[config.mk]
export PLATFORM = sky130hd
export DESIGN_NAME = ssm_ctrl
export DESIGN_NICKNAME = d
export VERILOG_FILES = /design/src/core/ssm_pkg.sv /design/src/core/ssm_ext_if.sv /design/src/core/ssm_ctrl.sv /design/src/core/ssm_in_filter.sv
export SDC_FILE = /design/constraint.sdc
export NUM_CORES = 1
export LEC_CHECK = 0
export BUFFER_PORTS_ARGS = -buffer_cell sky130_fd_sc_hd__clkbuf_2
export CAP_MARGIN = 15
export CORE_UTILIZATION = 61
export DETAILED_ROUTE_END_ITERATION = 8
export GPL_TIMING_DRIVEN = 0
export PLACE_DENSITY = 0.8
export SYNTH_ARGS = -nofsm -noshare
export SYNTH_HDL_FRONTEND = slang
export SYNTH_SLANG_ARGS = --single-unit
[constraint.sdc]
create_clock -name sys_clk_in -period 2.88 [get_ports sys_clk_in]
set_clock_uncertainty 0.15 [all_clocks]
set_input_delay 0.576 -clock sys_clk_in [delete_from_list [all_inputs] [get_ports sys_clk_in]]
set_output_delay 0.576 -clock sys_clk_in [all_outputs]
set_load 0.005 [all_outputs]
[src/core/ssm_pkg.sv]
// shared constants and types for the stereo mode select controller
package ssm_pkg;
  typedef enum logic [1:0] {
    MODE_LEFT,
    MODE_RIGHT,
    MODE_BYPASS,
    MODE_AUTO
  } ssm_mode_t;

  typedef struct packed {
    logic      valid;
    ssm_mode_t mode;
  } ssm_cmd_t;

  localparam int NUM_EXT = 10;
  localparam int NUM_BTN = 11;

  // external line positions; the first four are the basic mode lines
  localparam int EXT_LEFT   = 0;
  localparam int EXT_RIGHT  = 1;
  localparam int EXT_BYPASS = 2;
  localparam int EXT_AUTO   = 3;
  localparam int EXT_WIDE   = 4;
  localparam int EXT_NARROW = 5;
  localparam int EXT_POL_ON = 6;
  localparam int EXT_POL_OFF = 7;
  localparam int EXT_NR_OP  = 8;
  localparam int EXT_NR_DEF = 9;
  localparam int NUM_BASIC  = 4;

  // panel button positions share the layout, plus lockout
  localparam int BTN_LOCK = 10;

  // power-up values before the straps are caught
  localparam ssm_mode_t RST_MODE = MODE_AUTO;
  localparam logic RST_POL_ON    = 1'b1;
  localparam logic RST_COMB_WIDE = 1'b0;
  localparam logic RST_NR_DEFEAT = 1'b0;

  // input filter timing
  localparam int CLK_HZ      = 50_000_000;
  localparam int DEBOUNCE_MS = 5;
  localparam int DEBOUNCE_CYCLES = CLK_HZ / 1000 * DEBOUNCE_MS;
  localparam int DEB_W       = 18;
endpackage : ssm_pkg

[src/core/ssm_ext_if.sv]
// filtered external control lines passed from the filter to the controller
`timescale 1ns/100ps
interface ssm_ext_if;
  logic [ssm_pkg::NUM_EXT-1:0] level;
  logic [ssm_pkg::NUM_EXT-1:0] rise;

  modport src (output level, output rise);
  modport dst (input  level, input  rise);
endinterface : ssm_ext_if

[src/core/ssm_ctrl.sv]
// mode select, lockout and option state for the stereo synthesizer
//
// Notes on behaviour
// - ten external lines; basic mode lines obey the pulse/continuous setting
// - standby lamp lights only while some external line is active
// - standby becomes active when all lines drop or on lockout entry
// - mode button under external hold only changes the standby mode
// - left, right or bypass button cancels auto and selects that mode
// - lockout lets panel buttons win over the basic mode lines; standby goes active
// - comb bandwidth wide (five bands) or narrow (fifteen bands) held
// - auto polarity on: polarity_corrected_lamp input flips right channel and lights lamp
// - noise reduction defeat disables expander; lamp only while expanding
// - auto: audio on one channel only, synthesize from that channel
// - auto, both channels: centre mono selects left if enabled, else bypass
// - pulse automation: line pulse acts as the matching button press
// - continuous automation: left, right or bypass line holds mode; release returns to standby
// - lockout entry switches to standby only if a standby lamp is lit
// - under lockout buttons pick any mode and recognition keeps running
// - lockout button toggles on and off
// - exactly one active lamp shows the actual mode
// - two or more basic lines at once force auto mode
// - lockout never blocks remote panel buttons
`timescale 1ns/100ps
module ssm_ctrl #(
  parameter int unsigned DEB_CYCLES = ssm_pkg::DEBOUNCE_CYCLES
) (
  // clock and reset
  input  wire logic                        sys_clk_in,
  input  wire logic                        rstn_in,
  // panel buttons, one-cycle presses
  input  wire logic [ssm_pkg::NUM_BTN-1:0] local_btn_in,
  input  wire logic [ssm_pkg::NUM_BTN-1:0] remote_btn_in,
  // isolated automation lines
  input  wire logic [ssm_pkg::NUM_EXT-1:0] ext_ctl_in,
  // rear panel switches
  input  wire logic                        pulse_mode_in,
  input  wire logic                        center_and_single_recognition_in,
  // power-up straps
  input  wire logic [1:0]                  strap_mode_in,
  input  wire logic                        strap_pol_off_in,
  input  wire logic                        strap_comb_wide_in,
  input  wire logic                        strap_nr_defeat_in,
  // detector results
  input  wire logic                        left_audio_in,
  input  wire logic                        right_audio_in,
  input  wire logic                        center_mono_in,
  input  wire logic                        pol_polarity_corrected_lamp_in,
  input  wire logic                        expand_req_in,
  // mode lamps
  output logic [3:0]                       active_lamp_out,
  output logic [3:0]                       standby_lamp_out,
  output logic                             lockout_lamp_out,
  output logic                             auto_error_out,
  // option state and lamps
  output logic                             comb_wide_out,
  output logic                             comb_narrow_out,
  output logic                             auto_pol_on_out,
  output logic                             flip_right_out,
  output logic                             polarity_corrected_lamp_out,
  output logic                             nr_operate_out,
  output logic                             expansion_lamp_out,
  // processing path
  output logic                             synth_enable_out,
  output logic                             synth_from_right_out
);
  typedef struct packed {
    logic              init_done;
    ssm_pkg::ssm_mode_t active;
    ssm_pkg::ssm_mode_t standby;
    ssm_pkg::ssm_mode_t auto_dec;
    logic              ext_any;
    logic              lockout;
    logic              auto_err;
    logic              comb_wide;
    logic              pol_on;
    logic              nr_defeat;
    logic [3:0]        act_lamp;
    logic [3:0]        sby_lamp;
    logic              flip_right;
    logic              expand_lamp;
    logic              synth_en;
    logic              synth_right;
  } ssm_state_t;

  localparam logic [3:0] LAMP_NONE = 4'h0;
  localparam logic [3:0] ONE4      = 4'h1;
  localparam logic [ssm_pkg::NUM_EXT-1:0] BASIC_MASK = 10'h00f;

  ssm_ext_if ext ();

  ssm_state_t s_reg;
  ssm_state_t s_next;

  ssm_in_filter #(
    .DEB_CYCLES (DEB_CYCLES)
  ) u_filter (
    .sys_clk_in (sys_clk_in),
    .rstn_in    (rstn_in),
    .raw_in     (ext_ctl_in),
    .ext        (ext.src)
  );

  // priority left, right, bypass, auto over a set of basic hits
  function automatic ssm_pkg::ssm_cmd_t mode_cmd(input logic [3:0] hit);
    ssm_pkg::ssm_cmd_t c;
    c.valid = |hit;
    c.mode  = ssm_pkg::MODE_AUTO;
    if (hit[ssm_pkg::EXT_LEFT]) begin
      c.mode = ssm_pkg::MODE_LEFT;
    end else if (hit[ssm_pkg::EXT_RIGHT]) begin
      c.mode = ssm_pkg::MODE_RIGHT;
    end else if (hit[ssm_pkg::EXT_BYPASS]) begin
      c.mode = ssm_pkg::MODE_BYPASS;
    end
    return c;
  endfunction : mode_cmd

  function automatic logic [3:0] lamp_of(input ssm_pkg::ssm_mode_t m);
    return ONE4 << m;
  endfunction : lamp_of

  logic [ssm_pkg::NUM_BTN-1:0] btn;
  logic [ssm_pkg::NUM_EXT-1:0] ext_eff;
  logic [ssm_pkg::NUM_EXT-1:0] ext_cmd;
  logic [3:0]                  basic;
  logic                        any_act;
  ssm_pkg::ssm_cmd_t           bcmd;
  ssm_pkg::ssm_cmd_t           pcmd;
  ssm_pkg::ssm_cmd_t           ccmd;
  ssm_pkg::ssm_mode_t          proc_mode;

  always_comb begin
    s_next  = s_reg;
    // remote presses merge here, so lockout can never mask them
    btn     = local_btn_in | remote_btn_in;
    ext_eff = ext.level;
    ext_cmd = ext.rise;
    basic   = LAMP_NONE;
    any_act = 1'b0;
    bcmd    = '0;
    pcmd    = '0;
    ccmd    = '0;
    if (!s_reg.init_done) begin
      // straps are caught on the first edge after reset release
      s_next.init_done = 1'b1;
      s_next.active    = ssm_pkg::ssm_mode_t'(strap_mode_in);
      s_next.standby   = ssm_pkg::ssm_mode_t'(strap_mode_in);
      s_next.pol_on    = !strap_pol_off_in;
      s_next.comb_wide = strap_comb_wide_in;
      s_next.nr_defeat = strap_nr_defeat_in;
    end else begin
      if (btn[ssm_pkg::BTN_LOCK]) begin
        s_next.lockout = !s_reg.lockout;
        if (!s_reg.lockout && s_reg.ext_any) begin
          s_next.active = s_reg.standby;
        end
      end
      // lockout hides only the four basic mode lines
      if (s_next.lockout) begin
        ext_eff = ext.level & ~BASIC_MASK;
        ext_cmd = ext.rise & ~BASIC_MASK;
      end
      basic   = ext_eff[ssm_pkg::NUM_BASIC-1:0];
      any_act = |ext_eff;
      s_next.ext_any = any_act;

      bcmd = mode_cmd(btn[ssm_pkg::NUM_BASIC-1:0]);
      if (bcmd.valid) begin
        s_next.standby = bcmd.mode;
        if (!any_act) begin
          s_next.active = bcmd.mode;
        end
      end

      if (pulse_mode_in) begin
        // a debounced rising edge stands in for a button press
        pcmd = mode_cmd(ext_cmd[ssm_pkg::NUM_BASIC-1:0]);
        if (pcmd.valid) begin
          s_next.active  = pcmd.mode;
          s_next.standby = pcmd.mode;
        end
      end else begin
        // auto line selects no mode as a continuous level
        ccmd = mode_cmd(basic & ~(ONE4 << ssm_pkg::EXT_AUTO));
        if (ccmd.valid) begin
          s_next.active = ccmd.mode;
        end
      end

      s_next.auto_err = (basic & (basic - ONE4)) != LAMP_NONE;
      if (s_next.auto_err) begin
        s_next.active = ssm_pkg::MODE_AUTO;
      end
      if (!any_act) begin
        s_next.active = s_next.standby;
      end

      // option lines are edges in either automation setting
      if (btn[ssm_pkg::EXT_WIDE] || ext_cmd[ssm_pkg::EXT_WIDE]) begin
        s_next.comb_wide = 1'b1;
      end else if (btn[ssm_pkg::EXT_NARROW]
                   || ext_cmd[ssm_pkg::EXT_NARROW]) begin
        s_next.comb_wide = 1'b0;
      end
      if (btn[ssm_pkg::EXT_POL_ON] || ext_cmd[ssm_pkg::EXT_POL_ON]) begin
        s_next.pol_on = 1'b1;
      end else if (btn[ssm_pkg::EXT_POL_OFF]
                   || ext_cmd[ssm_pkg::EXT_POL_OFF]) begin
        s_next.pol_on = 1'b0;
      end
      if (btn[ssm_pkg::EXT_NR_DEF] || ext_cmd[ssm_pkg::EXT_NR_DEF]) begin
        s_next.nr_defeat = 1'b1;
      end else if (btn[ssm_pkg::EXT_NR_OP]
                   || ext_cmd[ssm_pkg::EXT_NR_OP]) begin
        s_next.nr_defeat = 1'b0;
      end

      // recognition runs only in auto and freezes on silence
      if (s_next.active == ssm_pkg::MODE_AUTO) begin
        if (left_audio_in && !right_audio_in) begin
          s_next.auto_dec = ssm_pkg::MODE_LEFT;
        end else if (right_audio_in && !left_audio_in) begin
          s_next.auto_dec = ssm_pkg::MODE_RIGHT;
        end else if (left_audio_in && right_audio_in) begin
          if (center_and_single_recognition_in && center_mono_in) begin
            s_next.auto_dec = ssm_pkg::MODE_LEFT;
          end else begin
            s_next.auto_dec = ssm_pkg::MODE_BYPASS;
          end
        end else begin
          s_next.auto_dec = s_reg.auto_dec;
        end
      end
    end

    proc_mode = (s_next.active == ssm_pkg::MODE_AUTO) ?
                s_next.auto_dec : s_next.active;
    s_next.synth_en    = proc_mode != ssm_pkg::MODE_BYPASS;
    s_next.synth_right = proc_mode == ssm_pkg::MODE_RIGHT;
    s_next.act_lamp    = lamp_of(s_next.active);
    s_next.sby_lamp    = any_act ? lamp_of(s_next.standby)
                                 : LAMP_NONE;
    s_next.flip_right  = s_next.pol_on && pol_polarity_corrected_lamp_in;
    // expander only acts on the synthesized path
    s_next.expand_lamp = !s_next.nr_defeat && expand_req_in
                         && s_next.synth_en;
  end

  always_ff @(posedge sys_clk_in or negedge rstn_in) begin
    if (!rstn_in) begin
      s_reg             <= '0;
      s_reg.active      <= ssm_pkg::RST_MODE;
      s_reg.standby     <= ssm_pkg::RST_MODE;
      s_reg.auto_dec    <= ssm_pkg::MODE_BYPASS;
      s_reg.pol_on      <= ssm_pkg::RST_POL_ON;
      s_reg.comb_wide   <= ssm_pkg::RST_COMB_WIDE;
      s_reg.nr_defeat   <= ssm_pkg::RST_NR_DEFEAT;
      s_reg.act_lamp    <= ONE4 << ssm_pkg::RST_MODE;
    end else begin
      s_reg <= s_next;
    end
  end

  assign active_lamp_out             = s_reg.act_lamp;
  assign standby_lamp_out            = s_reg.sby_lamp;
  assign lockout_lamp_out            = s_reg.lockout;
  assign auto_error_out              = s_reg.auto_err;
  assign comb_wide_out               = s_reg.comb_wide;
  assign comb_narrow_out             = !s_reg.comb_wide;
  assign auto_pol_on_out             = s_reg.pol_on;
  assign flip_right_out              = s_reg.flip_right;
  assign polarity_corrected_lamp_out = s_reg.flip_right;
  assign nr_operate_out              = !s_reg.nr_defeat;
  assign expansion_lamp_out          = s_reg.expand_lamp;
  assign synth_enable_out            = s_reg.synth_en;
  assign synth_from_right_out        = s_reg.synth_right;
endmodule : ssm_ctrl

[src/core/ssm_in_filter.sv]
// synchroniser and debounce filter for the isolated external control lines
`timescale 1ns/100ps
module ssm_in_filter #(
  parameter int unsigned DEB_CYCLES = ssm_pkg::DEBOUNCE_CYCLES
) (
  // clock and reset
  input  wire logic                        sys_clk_in,
  input  wire logic                        rstn_in,
  // raw lines
  input  wire logic [ssm_pkg::NUM_EXT-1:0] raw_in,
  // filtered result
  ssm_ext_if.src                           ext
);
  localparam logic [ssm_pkg::DEB_W-1:0] CNT_ONE = 18'h00001;
  localparam logic [ssm_pkg::DEB_W-1:0] CNT_END =
    ssm_pkg::DEB_W'(DEB_CYCLES - 1);

  typedef struct packed {
    logic [ssm_pkg::NUM_EXT-1:0]                    meta;
    logic [ssm_pkg::NUM_EXT-1:0]                    sync;
    logic [ssm_pkg::NUM_EXT-1:0]                    level;
    logic [ssm_pkg::NUM_EXT-1:0]                    rise;
    logic [ssm_pkg::NUM_EXT-1:0][ssm_pkg::DEB_W-1:0] cnt;
  } ssm_flt_t;

  ssm_flt_t s_reg;
  ssm_flt_t s_next;

  always_comb begin
    s_next      = s_reg;
    s_next.meta = raw_in;
    s_next.sync = s_reg.meta;
    s_next.rise = '0;
    for (int i = 0; i < ssm_pkg::NUM_EXT; i++) begin
      // a line must disagree for the full window before the level moves
      if (s_reg.sync[i] == s_reg.level[i]) begin
        s_next.cnt[i] = '0;
      end else if (s_reg.cnt[i] >= CNT_END) begin
        s_next.cnt[i]   = '0;
        s_next.level[i] = s_reg.sync[i];
        s_next.rise[i]  = s_reg.sync[i];
      end else begin
        s_next.cnt[i] = s_reg.cnt[i] + CNT_ONE;
      end
    end
  end

  always_ff @(posedge sys_clk_in or negedge rstn_in) begin
    if (!rstn_in) begin
      s_reg <= '0;
    end else begin
      s_reg <= s_next;
    end
  end

  assign ext.level = s_reg.level;
  assign ext.rise  = s_reg.rise;
endmodule : ssm_in_filter

; ---- Yosys cells after proc, flatten, opt, wreduce, memory -nomap -nowiden
; Index checks and enable logic that the tools add are counted.
; W data, S select, Z words.
[op_classes]
n_addsub = 11
magnitude_cmp = 10
eq_ne = 15
shift = 2
muxes = 85
n_bitwise = 12
n_reduce_logical = 36
[op_table]
columns = cell, count
row1 = $mux W18, 20
row2 = $add A18 B1 Y18 const B, 10
row3 = $ge A18 B18 Y1 const B, 10
row4 = $mux W2, 23
row5 = $mux W1, 32
row6 = $mux W4, 6
row7 = $mux W10, 2
row8 = $reduce_and A2 Y1, 10
row9 = $or A11 B11 Y11, 1
row10 = $eq A1 B1 Y1, 10
row11 = $not A1 Y1, 10
row12 = $reduce_or A10 Y1, 1
row13 = $logic_and A1 B1 Y1, 8
row14 = $reduce_or A4 Y1, 2
row15 = $shl A1 B2 Y4 const A, 2
row16 = $logic_not A1 Y1, 7
row17 = $logic_or A1 B1 Y1, 6
row18 = $mux W5, 1
row19 = $and A4 B4 Y4, 1
row20 = $eq A2 B2 Y1 const B, 2
row21 = $reduce_bool A4 Y1, 1
row22 = $sub A4 B1 Y4 const B, 1
row23 = $mux W3, 1
row24 = $ne A3 B1 Y1 const B, 1
row25 = 3 further kinds, 3
[totals]
regBits = 245
output_inout_bits = 19

; ---- Longest topological paths before layout
[logic_depth]
ltp_word = 19
ltp_mapped = 9

; ---- Cells and area by module
; A second synthesis with hierarchy kept.
[unflattened]
hier_cells = 1119
hier_area_um2 = 11557.3
[modules_own_cells]
columns = mod, instances, cells_each, area_per_inst_um2, seq_area_each_um2
row1 = ssm_in_filter, 1, 959, 9994.6, 5505.3
row2 = ssm_ctrl, 1, 160, 1562.7, 634.4

; ---- Worst setup path after synthesis
; OpenSTA, ideal clock, no wires.
[synth_timing]
path_type = input to register
startpoint = input remote_btn_in[10] (netlist name)
endpoint = register s_reg (netlist bit expansion_lamp_out)
setup_time_ns = 0.128
arrival_ns = 2.263
slack_ns = 0.338
cell_stages = 7
path_buffers = 0
path_cell_list = or3_4 > a21oi_2 > o311a_4 > a211oi_2 > o31a_4 > a311oi_2 > o31ai_2
[synth_rtl]
columns = item, line_no
row1 = start: declaration, ssm_ctrl.sv:32  ; input wire logic [ssm_pkg::NUM_BTN-1:0] remote_btn_in,
row2 = end signal: assignment, ssm_ctrl.sv:260  ; s_reg <= s_next;
row3 = end: declaration, ssm_ctrl.sv:91  ; ssm_state_t s_reg;

==> qor.log <==
INFO  outcome        status=finished clean
INFO  critical_path  critPathMaxFanout=10
INFO  synthesis      post_synth.cell_area_avg=10.5um^2
INFO  place          placedCellCount=1363
INFO  layout         post_route_cell_area=12900um^2
INFO  critical_path  reg2reg_depth=8
INFO  floorplan      design.die.area=18900um^2
INFO  synthesis      ys_dominant_reg_cell=dfrtp_1
INFO  synthesis      synth.area.top_cells=dfrtp_1, xor2_1, nor2_1
INFO  power_and_ir_drop internal_power_of_the_cells=0.00575W
INFO  timing         final-hold-violation-count=0
INFO  critical_path  critical_path.startpoint_type=flop
INFO  clock_network  clk_pin_slew_worst_paths=0.06ns
INFO  synthesis      sequential_to_total_area_share_from_yosys_stat=54.9%
INFO  floorplan      std_cell_rows=49
INFO  layout         syn_to_final_growth=15.0%
INFO  timing         rsz0062_at_grt=no
INFO  synthesis      syn-cell-area=11200um^2
INFO  floorplan      starting_utilization_of_the_core_area=62.3%
INFO  place          port-buffer-count=64
INFO  synthesis      dominant_cell_by_count_in_the_synthesized_netlist=dfrtp_1
INFO  grt            first_global_vias=7617
INFO  synthesis      synth.lib_cells_used.distinct=62
INFO  power_and_ir_drop sequentialPowerShare=48.6%
INFO  grt            antenna_found_initial=2
INFO  power_and_ir_drop netSwitchingPower=0.00161W
INFO  floorplan      io-pin-count=65
INFO  power_and_ir_drop clkPwrFrac=45.9%
INFO  synthesis      synth.largest_area_cell=dfrtp_1
INFO  detailed_routing route.final.wire_length=21000um
INFO  clock_network  source_to_sink_clock_delay_at_the_later_pin_of_the_worst_skew_pair=0.52ns
INFO  critical_path  worst_setup_path_endpoint=u_filter.s_reg[158]
INFO  clock_network  cts.root.buffer_cell=clkbuf_16
INFO  synthesis      synthDominantCellAreaShare=53.2%
INFO  grt            remaining_overflow_grt=0
INFO  detailed_routing drc=0
INFO  layout         final_net_count=1230
INFO  timing         fin_crit_sh=92.8%
INFO  timing         postLayoutSetupSlackWorst=0.209ns
INFO  critical_path  reg2reg_setup_slack=0.21ns
INFO  worst_hold_path worst_hold_path_type=in -> reg
INFO  place          pre_cts_slack=-0.163ns
INFO  detailed_routing detailroute.via_count=7895
INFO  layout         finish.utilization=71.6%
INFO  job            maxCapViolations=0
INFO  clock_network  htree_num_levels=1
INFO  timing         timing_worst_slew_pin_value=0.691ns
INFO  critical_path  worst_setup_end_kind=flop
INFO  place          dpl-instance-area=11900um^2
INFO  power_and_ir_drop power.switching_fraction=21.9%
INFO  clock_network  clockBufferDepth=3
INFO  clock_network  numCtsBuffers=26
INFO  power_and_ir_drop pwr-share-comb=5.4%
INFO  synthesis      yosysWarningCount=0
INFO  timing         timing.hold.ws=0.0219ns
INFO  critical_path  worst_r2r_endpoint=u_filter.s_reg[158]
INFO  synthesis      synth.top_cells.by_count=dfrtp_1, nor2_1, xor2_1
INFO  detailed_routing detail_route.first_pass.iterations=4
INFO  layout         fillers=1252
INFO  power_and_ir_drop irDropWorstVdd=584uV
INFO  floorplan      core_area=18000um^2
INFO  critical_path  critPathArrivalTime=2.96ns
INFO  timing         slew_headroom=53.9%
INFO  detailed_routing dr.first_iter.drc_count=403
INFO  floorplan      chipHeight=137um
INFO  detailed_routing antenna_left=0
INFO  synthesis      number_of_synthesized_flops_with_an_enable_pin=0
INFO  layout         largest_reg_flops=190
INFO  grt            grt_max_degree=99
INFO  grt            grt_pass1_wl=35400um
INFO  floorplan      fp.dieW=137um
INFO  synthesis      postSynthNetCount=1124
INFO  critical_path  path_class=reg -> reg
INFO  synthesis      async_reset_ff_share=100%
INFO  critical_path  source_of_the_critical_timing_path=u_filter.s_reg[144]
INFO  synthesis      ys_ff_latch=245
INFO  place          globalplace.congestion=0.815
INFO  timing         timing.final.setup_violations=0
INFO  clock_network  tritoncts=built
INFO  synthesis      synthCells=1068
INFO  grt            global_route_total_usage_across_every_layer=23.3%
INFO  timing         min_clock_period_post_route=2.67ns
INFO  detailed_routing viasPerCell=5.56
INFO  power_and_ir_drop p_leak=5.85nW
INFO  detailed_routing post_drt_wl_per_cell=14.8um
INFO  timing         achievable-frequency=0.374GHz
INFO  layout         drive_above_1_share=13.7%
INFO  critical_path  critical_path_required=3.17ns
INFO  critical_path  regToRegStartpoint=u_filter.s_reg[144]
INFO  power_and_ir_drop power_per_cell_area=572nW/um^2
INFO  layout         layout.cells.non_filler=1421
INFO  timing         report.final.slew_viol_count=0
INFO  place          detailed_place_hpwl=14100um
INFO  clock_network  cts.sinks=245
==> final cells by class <==
| class | instances | area [um^2] | area share, % |
|---|---|---|---|
| clock buffer | 37 | 753 | 5.86 |
| tap | 229 | 287 | 2.23 |
| multi-input combinational | 777 | 4850 | 37.7 |
| inverter | 21 | 78.8 | 0.613 |
| antenna | 1 | 2.50 | 0.0195 |
| buffer | 25 | 146 | 1.14 |
| timing repair buffer | 78 | 492 | 3.82 |
| sequential | 245 | 6140 | 47.7 |
| clock inverter | 8 | 118 | 0.914 |
==> power by group through the flow <==
stage	sequential (W)	combinational (W)	clock [W]
after floorplan	0.00363	0.000207	0
after global placement	0.00364	0.000374	0
after detailed placement	0.00364	0.000393	0
after CTS	0.00358	0.000407	0.00346
after global routing	0.00359	0.000456	0.00357
final	0.00358	0.000399	0.00338
==> metal layers <==
layer	track usage [%]	wire (um)	vias to the layer above
li1	-	-	3875
met1	32.4	9860	3856
met2	38.1	9920	134
met3	4.16	864	30
met4	5.80	366	0
met5	0	0	-
==> cell families after synthesis <==
logic type                 after synthesis  synth area share [%]
DFF                                    245                  54.9
AOI/OAI and AO/OA                       94                  6.51
muxes                                   12                  1.19
buffers and inverters                   46                  2.01
and+or+nand+nor                        498                  21.6
other                                    1                0.0335
xor gates and xnor gates               162                  12.7
adders and majority gates               10                  1.12
==> how the worst min path moves through the flow <==
stage,from,end,slack [ns],cells past startpoint
CTS,ext_ctl_in[2],u_filter.s_next[202],0.003,1
floorplan,rstn_in,active_lamp_out[0],0.13,0
global route,ext_ctl_in[2],u_filter.s_next[202],0.01,1
detailed placement,u_filter.s_next[203],u_filter.s_reg[203],0.19,0
finish,ext_ctl_in[2],u_filter.s_next[202],0.02,1
global placement,u_filter.s_next[207],u_filter.s_reg[207],0.18,0
==> cell usage in the layout (no fill, tap or decap), types with 6 or more instances in the layout <==
cell type / count
dfrtp_1: 238
nor2_1: 219
xor2_1: 99
xnor2_1: 63
clkbuf_2: 63
nand2_1: 59
nand3_1: 53
and3_1: 44
nand4_1: 34
clkbuf_16: 27
inv_1: 21
a21oi_1: 19
nor4_1: 18
clkbuf_1: 17
buf_4: 14
nor3_1: 13
o41ai_1: 12
and4_1: 12
o21ai_0: 12
o211ai_1: 11
nor3b_1: 11
a21boi_0: 10
nor2b_1: 10
mux2_2: 10
ha_1: 10
dfstp_2: 7
dlygate4sd3_1: 7
nand2b_1: 6
==> worst max-delay path, stage by stage (launching register included) <==
cell and delay [ns]:
dfrtp_1 0.41, ha_1 0.23, and3_1 0.22, o41ai_1 0.36
a21boi_0 0.16, o211ai_1 0.33, nand2_1 0.27, clkbuf_1 0.29
nor2_1 0.16
==> what timing repair did <==
item | 4_1_cts | 5_1_grt
hold buffers | 7 | 0
setup buffers | 0 | 5
resized for setup | 1 | 4
endpoints found under the hold margin | 58 | 0
setup endpoints to repair | 8 | 38
pin swaps | 0 | 4
==> metrics by stage <==
| step | setup TNS (ns) | power [W] |
|---|---|---|
| 3_3_place_gp | -898.08 | 0.00401 |
| 6_report | 0 | 0.00736 |
| 3_5_place_dp | -0.483 | 0.00403 |
| 5_1_grt | 0 | 0.00762 |
| 4_1_cts | 0 | 0.00744 |
| 2_1_floorplan | 0 | 0.00383 |
(Power assumes the default switching activity.)
